==> src/hdl/tac_pkg.sv <==
// Shared types and constants for the slot-based anticollision link
//
// Overview of operation
// - Start-inventory moves ready tags into inventory
// - Only inventory tags answer poll and slot-mark
// - Ready tags ignore poll and slot-mark
// - Start-inventory loads and returns random identifier
// - Slot-zero poll redraws the slot nibble first
// - Reader starts with start-inventory, repeats on silence
// - Single answer: select, access, deselect (completion if relDeact), restart
// - Collision on start-inventory: begin slotted search
// - Slot zero: store and select single answer
// - Slot marks 1..15 ascending, store singles
// - After slot 15 select, access, release each
// - Collision in pass repeats it, else restart
// - Every slot handles zero, one, many answers
// - Reader may stop once all tags identified
// - Tag answers poll only when nibble is zero
// - Slot-mark answers when parameter equals nibble
// - Slot nibble is identifier bits 3 to 0
// - Selected tag ignores all anticollision commands
package tac_pkg;
  localparam int ID_W = 8;
  localparam int NIB_W = 4;
  localparam int NUM_SLOTS = 16;
  localparam int LFSR_W = 16;
  localparam logic [15:0] LFSR_TAPS = 16'hb400;
  localparam logic [15:0] LFSR_SEED = 16'hace1;
  localparam logic [7:0] ID_RST = 8'h00;
  localparam logic [3:0] NIB_ZERO = 4'h0;
  localparam logic [3:0] SLOT_FIRST = 4'h0;
  localparam logic [3:0] SLOT_LAST = 4'hf;

  typedef enum logic [2:0] {
    OP_START_INV,
    OP_SLOT_ZERO_POLL,
    OP_SLOT_MARK,
    OP_TAG_SELECT,
    OP_DESELECT,
    OP_COMPLETION
  } tac_op_t;

  typedef enum logic [1:0] {
    RSP_NONE,
    RSP_ONE,
    RSP_MANY
  } tac_rsp_t;
endpackage

==> src/hdl/tac_link_if.sv <==
// Link between the reader end and one tag end
`timescale 1ns/1ps
`default_nettype none
interface tac_link_if;
  logic cmdStb;
  tac_pkg::tac_op_t cmdOp;
  logic [7:0] cmdArg;
  logic tagAnsStb;
  logic [7:0] tagAnsId;
  // Merged outcome of all tags, formed outside both ends
  logic rspStb;
  tac_pkg::tac_rsp_t rspKind;
  logic [7:0] rspId;
  logic rspCrcOk;

  modport reader (
    output cmdStb, cmdOp, cmdArg,
    input rspStb, rspKind, rspId, rspCrcOk
  );
  modport tag (
    input cmdStb, cmdOp, cmdArg,
    output tagAnsStb, tagAnsId
  );
endinterface
`default_nettype wire

==> src/hdl/tac_reader.sv <==
// Reader end: walks inventory, slots 0..15, then serves found tags
`timescale 1ns/1ps
`default_nettype none
module tac_reader #(
  parameter int SLOTS = tac_pkg::NUM_SLOTS
) (
  input wire logic mclk,
  input wire logic rst_n,
  tac_link_if.reader link,
  input wire logic run,
  input wire logic relDeact,
  input wire logic accAck,
  output logic accReq,
  output logic [7:0] accId,
  output logic busy
);
  if (SLOTS != tac_pkg::NUM_SLOTS) begin : g_slotCheck
    $error("slot count is fixed at 16");
  end

  typedef enum logic [3:0] {
    R_IDLE, R_INIT, R_SLOT, R_SSEL, R_WSEL, R_WACC, R_WREL
  } tac_rstate_t;

  // A single answer that fails decoding is not trusted as silence
  function automatic tac_pkg::tac_rsp_t outcome(
    input tac_pkg::tac_rsp_t kind,
    input logic crcOk
  );
    if (kind == tac_pkg::RSP_ONE && !crcOk) begin
      outcome = tac_pkg::RSP_MANY;
    end else begin
      outcome = kind;
    end
  endfunction

  tac_rstate_t st, next_st;
  logic pend, next_pend;
  logic [3:0] slot, next_slot;
  logic [4:0] nIds, next_nIds;
  logic [4:0] idx, next_idx;
  logic coll, next_coll;
  logic fromInit, next_fromInit;
  logic [7:0] curId, next_curId;
  logic [7:0] ids [0:15];
  logic store;
  logic cmdStb, next_cmdStb;
  tac_pkg::tac_op_t cmdOp, next_cmdOp;
  logic [7:0] cmdArg, next_cmdArg;
  logic next_accReq;
  logic [7:0] next_accId;
  logic next_busy;
  tac_pkg::tac_rsp_t res;
  logic got;

  always_comb begin
    next_st = st;
    next_pend = pend;
    next_slot = slot;
    next_nIds = nIds;
    next_idx = idx;
    next_coll = coll;
    next_fromInit = fromInit;
    next_curId = curId;
    next_cmdStb = 1'b0;
    next_cmdOp = cmdOp;
    next_cmdArg = cmdArg;
    next_accReq = accReq;
    next_accId = accId;
    next_busy = (st != R_IDLE);
    store = 1'b0;
    res = outcome(link.rspKind, link.rspCrcOk);
    got = pend && link.rspStb;
    if (got) next_pend = 1'b0;
    case (st)
      R_IDLE: begin
        if (run) next_st = R_INIT;
      end
      R_INIT: begin
        if (!pend && !got) begin
          next_cmdStb = 1'b1;
          next_cmdOp = tac_pkg::OP_START_INV;
          next_cmdArg = tac_pkg::ID_RST;
          next_pend = 1'b1;
        end else if (got) begin
          if (res == tac_pkg::RSP_ONE) begin
            next_curId = link.rspId;
            next_fromInit = 1'b1;
            next_st = R_WSEL;
          end else if (res == tac_pkg::RSP_MANY) begin
            next_slot = tac_pkg::SLOT_FIRST;
            next_nIds = '0;
            next_coll = 1'b0;
            next_st = R_SLOT;
          end else if (!run) begin
            next_st = R_IDLE;
          end
        end
      end
      R_SLOT: begin
        if (!pend && !got) begin
          next_cmdStb = 1'b1;
          next_cmdOp = (slot == tac_pkg::SLOT_FIRST) ?
            tac_pkg::OP_SLOT_ZERO_POLL : tac_pkg::OP_SLOT_MARK;
          next_cmdArg = {4'h0, slot};
          next_pend = 1'b1;
        end else if (got) begin
          if (res == tac_pkg::RSP_ONE) begin
            store = 1'b1;
            next_nIds = nIds + 5'h01;
            next_curId = link.rspId;
            next_st = R_SSEL;
          end else begin
            if (res == tac_pkg::RSP_MANY) next_coll = 1'b1;
            if (slot == tac_pkg::SLOT_LAST) begin
              next_idx = '0;
              next_fromInit = 1'b0;
              next_st = R_WSEL;
            end else begin
              next_slot = slot + 4'h1;
            end
          end
        end
      end
      R_SSEL: begin
        // Select right away so the tag leaves the later slots
        if (!pend && !got) begin
          next_cmdStb = 1'b1;
          next_cmdOp = tac_pkg::OP_TAG_SELECT;
          next_cmdArg = curId;
          next_pend = 1'b1;
        end else if (got) begin
          if (slot == tac_pkg::SLOT_LAST) begin
            next_idx = '0;
            next_fromInit = 1'b0;
            next_st = R_WSEL;
          end else begin
            next_slot = slot + 4'h1;
            next_st = R_SLOT;
          end
        end
      end
      R_WSEL: begin
        if (!fromInit && idx == nIds) begin
          if (coll) begin
            next_slot = tac_pkg::SLOT_FIRST;
            next_nIds = '0;
            next_coll = 1'b0;
            next_st = R_SLOT;
          end else begin
            next_st = R_INIT;
          end
        end else if (!pend && !got) begin
          next_cmdStb = 1'b1;
          next_cmdOp = tac_pkg::OP_TAG_SELECT;
          next_cmdArg = fromInit ? curId : ids[idx[3:0]];
          next_pend = 1'b1;
        end else if (got) begin
          next_accId = cmdArg;
          next_accReq = 1'b1;
          next_st = R_WACC;
        end
      end
      R_WACC: begin
        if (accAck) begin
          next_accReq = 1'b0;
          next_st = R_WREL;
        end
      end
      R_WREL: begin
        if (!pend && !got) begin
          next_cmdStb = 1'b1;
          next_cmdOp = relDeact ?
            tac_pkg::OP_COMPLETION : tac_pkg::OP_DESELECT;
          next_cmdArg = accId;
          next_pend = 1'b1;
        end else if (got) begin
          if (fromInit) begin
            next_fromInit = 1'b0;
            next_st = R_INIT;
          end else begin
            next_idx = idx + 5'h01;
            next_st = R_WSEL;
          end
        end
      end
      default: begin
        next_st = R_IDLE;
      end
    endcase
  end

  always_ff @(posedge mclk or negedge rst_n) begin
    if (!rst_n) begin
      st <= R_IDLE;
      pend <= 1'b0;
      slot <= tac_pkg::SLOT_FIRST;
      nIds <= '0;
      idx <= '0;
      coll <= 1'b0;
      fromInit <= 1'b0;
      curId <= tac_pkg::ID_RST;
      cmdStb <= 1'b0;
      cmdOp <= tac_pkg::OP_START_INV;
      cmdArg <= tac_pkg::ID_RST;
      accReq <= 1'b0;
      accId <= tac_pkg::ID_RST;
      busy <= 1'b0;
    end else begin
      st <= next_st;
      pend <= next_pend;
      slot <= next_slot;
      nIds <= next_nIds;
      idx <= next_idx;
      coll <= next_coll;
      fromInit <= next_fromInit;
      curId <= next_curId;
      cmdStb <= next_cmdStb;
      cmdOp <= next_cmdOp;
      cmdArg <= next_cmdArg;
      accReq <= next_accReq;
      accId <= next_accId;
      busy <= next_busy;
    end
  end

  // Identifier store, one entry per slot at most
  always_ff @(posedge mclk) begin
    if (store) ids[nIds[3:0]] <= link.rspId;
  end

  assign link.cmdStb = cmdStb;
  assign link.cmdOp = cmdOp;
  assign link.cmdArg = cmdArg;
endmodule
`default_nettype wire

==> src/flat_wrapper.sv <==
// flat-port wrapper written by rule: the top's interface ports become plain ports
module tac_reader_flat 
#(
  parameter int SLOTS = tac_pkg::NUM_SLOTS
)
  (mclk, rst_n, run, relDeact, accAck, accReq, accId, busy, link_cmdStb, link_cmdOp, link_cmdArg, link_rspStb, link_rspKind, link_rspId, link_rspCrcOk);
  tac_link_if link_i ();
  input wire logic mclk;
  input wire logic rst_n;
  input wire logic run;
  input wire logic relDeact;
  input wire logic accAck;
  output logic accReq;
  output logic [7:0] accId;
  output logic busy;
  output wire logic [$bits(link_i.cmdStb)-1:0] link_cmdStb;
  output wire logic [$bits(link_i.cmdOp)-1:0] link_cmdOp;
  output wire logic [$bits(link_i.cmdArg)-1:0] link_cmdArg;
  input wire logic [$bits(link_i.rspStb)-1:0] link_rspStb;
  input wire logic [$bits(link_i.rspKind)-1:0] link_rspKind;
  input wire logic [$bits(link_i.rspId)-1:0] link_rspId;
  input wire logic [$bits(link_i.rspCrcOk)-1:0] link_rspCrcOk;
  assign link_cmdStb = link_i.cmdStb;
  assign link_cmdOp = link_i.cmdOp;
  assign link_cmdArg = link_i.cmdArg;
  assign link_i.rspStb = link_rspStb;
  assign link_i.rspKind = link_rspKind;
  assign link_i.rspId = link_rspId;
  assign link_i.rspCrcOk = link_rspCrcOk;
  tac_reader #(.SLOTS(SLOTS)) u_core (.mclk(mclk), .rst_n(rst_n), .link(link_i), .run(run), .relDeact(relDeact), .accAck(accAck), .accReq(accReq), .accId(accId), .busy(busy));
endmodule
==> config.mk <==
export PLATFORM = sky130hd
export DESIGN_NAME = tac_reader_flat
export DESIGN_NICKNAME = d
export VERILOG_FILES = /design/src/hdl/tac_pkg.sv /design/src/hdl/tac_link_if.sv /design/src/hdl/tac_reader.sv /design/src/flat_wrapper.sv
export SDC_FILE = /design/constraint.sdc
export NUM_CORES = 1
export LEC_CHECK = 0
export ABC_AREA = 0
export BUFFER_PORTS_ARGS = -buffer_cell sky130_fd_sc_hd__buf_2
export CELL_PAD_IN_SITES_DETAIL_PLACEMENT = 1
export CELL_PAD_IN_SITES_GLOBAL_PLACEMENT = 2
export CORE_MARGIN = 1
export CORE_UTILIZATION = 48
export DETAILED_ROUTE_END_ITERATION = 16
export GPL_ROUTABILITY_DRIVEN = 0
export GPL_TIMING_DRIVEN = 0
export PLACE_DENSITY = 0.89
export SLEW_MARGIN = 10
export SYNTH_ARGS = -nofsm -noshare
export SYNTH_HDL_FRONTEND = slang
export SYNTH_SLANG_ARGS = --single-unit
==> constraint.sdc <==
create_clock -name mclk -period 7.1 [get_ports mclk]
set_clock_uncertainty 0.2 [all_clocks]
set_input_delay 1.42 -clock mclk [delete_from_list [all_inputs] [get_ports mclk]]
set_output_delay 1.42 -clock mclk [all_outputs]
set_load 0.02 [all_outputs]
# Word-level counts from Yosys, hierarchy flattened

Memories as Yosys holds them, arrays and structs flattened.
Index checks and enable logic that the tools add are counted.

Register bits: 51
Bits in latches: 0
Memory bits (writable): 128
Bits in read-only memories: 0
Bits of input ports: 17
Output and inout port bits: 22
Word-level logic and storage cells: 204
Memories: 1

Memories:

| memory     | words | bits a word | rd ports | clocked after memory_dff | wr ports | RTL line         | text |
|---|---|---|---|---|---|---|---|
| u_core.ids | 16    | 8           | 1        | 0                        | 1        | tac_reader.sv:45 | `logic [7:0] ids [0:15];` |

Add/sub/neg operators: 3
$mul: 0
Div/mod/pow operators: 0
Order comparisons: 0
Equal/unequal tests: 42
Shift operators: 0
Muxes and demuxes: 112
Bitwise gates (word level): 2
Reductions and logical operators: 30

Operators with widths:

| kind                                                   | count |
|---|---|
| two-way mux 4 bit                                      | 30 |
| two-way mux 5 bit                                      | 18 |
| two-way mux 8 bit                                      | 7 |
| case mux 8 bit (5 select lines)                        | 1 |
| two-way mux 1 bit                                      | 36 |
| inequality test 2 x 1 -> 1 bit (second input constant) | 16 |
| case mux 5 bit (3 select lines)                        | 2 |
| case mux 4 bit (7 select lines)                        | 1 |
| inequality test 2 bit (second input constant)          | 11 |
| two-way mux 3 bit                                      | 7 |
| AND reduction 10 bit                                   | 2 |
| case mux 4 bit (4 select lines)                        | 1 |
| case mux 3 bit (5 select lines)                        | 1 |
| AND reduction 14 bit                                   | 1 |
| equality test 4 x 3 -> 1 bit (second input constant)   | 3 |
| AND reduction 12 bit                                   | 1 |
| nonzero test 4 bit                                     | 3 |
| AND reduction 11 bit                                   | 1 |
| adder 5 x 1 -> 5 bit (second input constant)           | 2 |
| AND reduction 5 bit                                    | 2 |
| AND reduction 9 bit                                    | 1 |
| equality test 4 x 2 -> 1 bit (second input constant)   | 2 |
| logical NOT 4 bit                                      | 2 |
| AND reduction 4 bit                                    | 2 |
| other kinds (22)                                       | 36 |

# Logic depth before layout (Yosys ltp)

Depth after elaboration: 10
Depth in mapped cells: 10
Mapped depth without buffers: 9

# Worst setup path before layout

No wires, ideal clock.

Kind: input to register
Start: input port link_rspCrcOk
End: memory u_core.ids[1][0] (enable)
Setup time: 0.383 ns
Data arrival time: 3.386 ns
Data required time: 6.517 ns
Setup slack: 3.131 ns
Stages: 9
Path buffers: 1
Path through: inv_1 > a21o_1 > inv_1 > ha_1 > clkbuf_1 > inv_1 > nor4_2 > nand2_1 > nor3_1

Cells in the longest elaborated chain, start to end: 10

Ends and longest elaborated chain:

| what                                    | RTL line           | text |
|---|---|---|
| start: declaration                      | flat_wrapper.sv:22 | `input wire logic [$bits(link_i.rspCrcOk)-1:0] link_rspCrcOk;` |
| logical NOT 1 bit                       | tac_reader.sv:30   | `if (kind == tac_pkg::RSP_ONE && !crcOk) begin` |
| logical AND 1 bit                       | tac_reader.sv:30   |  |
| two-way mux 2 bit                       | tac_reader.sv:30   |  |
| equality test 2 x 1 -> 1 bit            | tac_reader.sv:108  | `if (res == tac_pkg::RSP_ONE) begin` |
| two-way mux 1 bit                       | tac_reader.sv:108  |  |
| two-way mux 1 bit                       | tac_reader.sv:107  | `end else if (got) begin` |
| two-way mux 1 bit                       | tac_reader.sv:101  | `if (!pend && !got) begin` |
| two-way mux 1 bit                       | tac_reader.sv:75   | `case (st)` |
| two-way mux 1 bit                       | tac_reader.sv:229  | `if (store) ids[nIds[3:0]] <= link.rspId;` |
| two-way mux 1 bit (not written as such) | tac_reader.sv:229  |  |
| end: declaration                        | tac_reader.sv:45   |  |

No other way between the ends.

# Worst setup path in the final report

Start: input port link_rspCrcOk
End: memory u_core.ids[4][3] (enable)

The elaborated chain is that of the path after synthesis.

==> results_dict.tcl <==
set metrics [dict create \
    fin_setup_tns_ps 0 \
    drt_iter0_drc 480 \
    mostFrequentLayoutCell "edfxtp_1" \
    antennaDiodeCount 0 \
    slew_violations 0 \
    dpl.cell_count 817 \
    hold_viol_final 0 \
    ir_worst_vdd_v 0.000196 \
    start_kind "input pin" \
    multi_input_area_sq_mm 0.00276 \
    yosysWarnings 0 \
    port_buffers 38 \
    postCtsSetupBuffers 0 \
    cts_resized 0 \
    syn-num-nets 590 \
    ys_ff_latch 178 \
    rsz0062_at_grt "false" \
    grt_pass1_vias 5569 \
    fp.coreArea_sq_mm 0.0161 \
    required_ps 6960 \
    crit_path_max_fanout 9 \
    num_vias 5198 \
    period_share_pct 61.4 \
    r2r-start "u_core.st[0]$_DFFE_PN0P_" \
    relSlewSlack_pct 39.0 \
    syn_avg_cell_area_sq_um 14.2 \
    ant_nets 0 \
    min-delay-start "u_core.link.cmdOp[2]$_DFFE_PN0P_" \
    r2r_setup_slack_ps 3930 \
    grt.total_usage_pct 25.6 \
    cp_slowest_stage_delay_ps 760 \
    stdcell_count 849 \
    vias_per_cell 6.12 \
    crit_top_cell "inv_1" \
    max_freq_ghz 0.230 \
    crit_arrival_ps 4220 \
    drt_first_pass_iters 5 \
    rr_endpoint "u_core.ids[4][3]$_DFFE_PP_" \
    initial_core_util_pct 49.8 \
    cp_top_family "simple AND/OR/NAND/NOR gates" \
    power_leakage_nw 3.25 \
    nets 647 \
    final_cell_mix "edfxtp_1, buf_2, dfrtp_1, mux2i_1, nor2_1" \
    path_buf_inv 5 \
    crit_type "in -> reg" \
    worst_path_max_delay_cell "nor2_1" \
    cts_root_buf "clkbuf_16" \
    die_h_microns 131 \
    hold_slack_ps 291 \
    syn_inst 563 \
    cts_buffers 17 \
    drc 0 \
    clk_latency_ps 440 \
    core.rowCount 46 \
    io_pins 39 \
    syn_to_final_growth_pct 13.5 \
    crit_chain "buf_2 > inv_1 > a21o_1 > inv_1 > ha_1 > clkbuf_1 > inv_1 > nor4_2 > nand2_1 > nor2_1" \
    drive_gt1_share_pct 23.9 \
    die-area_sq_mm 0.0172 \
    wl_per_cell_microns 24.5 \
    worst_slew_pin_slew_ps 911 \
    critPathCaptureType "flip-flop" \
    hold_buffers 0 \
    crit_start "link_rspCrcOk" \
    hold_path.class "reg -> reg" \
    r2r_cells 5 \
    totalWireLength_microns 20800 \
    htree_levels 4 \
    clock_path_buffers 2 \
    ys_seq_area_share_pct 63.5 \
    async_flop_share_pct 28.1 \
    antenna_found_initial 0 \
    dp_hpwl_microns 14500 \
    crit_end "u_core.ids[4][3]$_DFFE_PP_" \
    synth-main-ff-cell "edfxtp_1" \
    path_depth 10 \
    grt_pass1_wl_microns 32800 \
    regArea_sq_mm 0.00509 \
    tritoncts "built" \
    min_period_ps 4360 \
    status "finished clean" \
    synth_edf_count 128 \
    fill_cells 1584 \
    synth_area_sq_mm 0.00802 \
    grt-ovfl-total 0 \
    cap_violations 0 \
    die_x_microns 131 \
    setup-violations-final 0 \
    p_per_area_mw_per_mm2 354 \
    ys_types 66 \
    grt_max_degree 51 \
    clk_pin_slew_worst_paths_ps 70 \
    cts_sinks 178 \
]
## registers in the layout, indices dropped and copies added (netlist names), 3 cells and up
name,count
u_core.nIds,5
u_core.ids,128
u_core.link.cmdArg,8
u_core.accId,8
u_core.slot,4
u_core.link.cmdOp,3
u_core.st,3
u_core.idx,5
u_core.curId,8
## worst register-to-register path, cell delays in order (launching register included)
cell and delay (ps):
dfrtp_1 450, buf_2 220, buf_2 210, nor4_2 670, nand2_1 270, nor2_1 760
## power by group
group	leakage (nW)	switching, W	total, W	internal, W
Combinational	1.16	0.000611	0.000959	0.000348
Sequential	1.80	0.000102	0.00132	0.00122
Clock	0.287	0.000472	0.000950	0.000478
Total	3.25	0.00118	0.00323	0.00204
## cell type report
cell class	count	area share [%]
Buffer	29	1.59
Sequential cell	178	56.0
Timing Repair Buffer	38	2.12
Clock buffer	17	4.67
Multi-Input combinational cell	344	30.3
Tap cell	216	2.97
Clock inverter	15	1.94
Inverter	12	0.495
## cell usage after synthesis (4+ instances only)
| master | count | area [sq um] |
|---|---|---|
| edfxtp_1 | 128 | 3840 |
| dfrtp_1 | 50 | 1250 |
| mux2i_1 | 37 | 370 |
| nor2_1 | 31 | 116 |
| nand2_1 | 27 | 101 |
| mux2_2 | 26 | 293 |
| a22oi_1 | 25 | 188 |
| a21oi_1 | 23 | 115 |
| o21ai_0 | 19 | 95.1 |
| mux4_2 | 16 | 360 |
| buf_2 | 14 | 70.1 |
| nor3_1 | 11 | 55.1 |
| ha_1 | 10 | 125 |
| inv_1 | 10 | 37.5 |
| nand3_1 | 10 | 50.1 |
| o31ai_1 | 10 | 75.1 |
| clkbuf_1 | 9 | 33.8 |
| nand2b_1 | 9 | 56.3 |
| o22ai_1 | 9 | 56.3 |
| nor2b_1 | 8 | 50.1 |
| and2_1 | 5 | 31.3 |
| a31oi_1 | 4 | 25.0 |
| and3_1 | 4 | 25.0 |
| nand3b_1 | 4 | 30.0 |
## through the flow
step / worst slack [ps] / instance area [sq um] / util, % / total power, W
2_1_floorplan: 3130 / 8020 / - / 0.00197
3_3_place_gp: 2040 / 8480 / 52.6 / 0.00225
3_5_place_dp: 1930 / 8490 / 52.7 / 0.00229
4_1_cts: 2380 / 9090 / 56.4 / 0.00323
5_1_grt: 2520 / 9100 / 56.5 / 0.00336
6_report: 2740 / 9100 / 56.5 / 0.00323
## logic make-up after synthesis
kind of cell | synth area share, %
XOR/XNOR | 0.546
adder cells (fa/ha/maj) | 1.56
buffers and inverters | 2.37
flip-flops | 63.5
AND/OR/NAND/NOR | 8.53
AO/OA/AOI/OAI | 10.7
multiplexers | 12.8
## layer usage
| layer | part of all wire, % | vias up | GRT usage (%) |
|---|---|---|---|
| met1 | 44 | 2683 | 33.3 |
| met5 | 0 | - | 0 |
| met4 | 2.7 | 0 | 10.3 |
| met2 | 50 | 161 | 42.4 |
| li1 | - | 2310 | - |
| met3 | 4.0 | 44 | 4.63 |
## worst min-delay path by stage
stage                                        to  cells past startpoint
2_1_floorplan       u_core.curId[0]$_DFFE_PN0P_                      1
3_3_place_gp   u_core.link.cmdOp[0]$_DFFE_PN0P_                      2
3_5_place_dp   u_core.link.cmdOp[2]$_DFFE_PN0P_                      2
4_1_cts        u_core.link.cmdOp[2]$_DFFE_PN0P_                      2
5_1_grt        u_core.link.cmdOp[0]$_DFFE_PN0P_                      2
6_report       u_core.link.cmdOp[2]$_DFFE_PN0P_                      2
No activity file was read; power rests on OpenSTA's default activity.
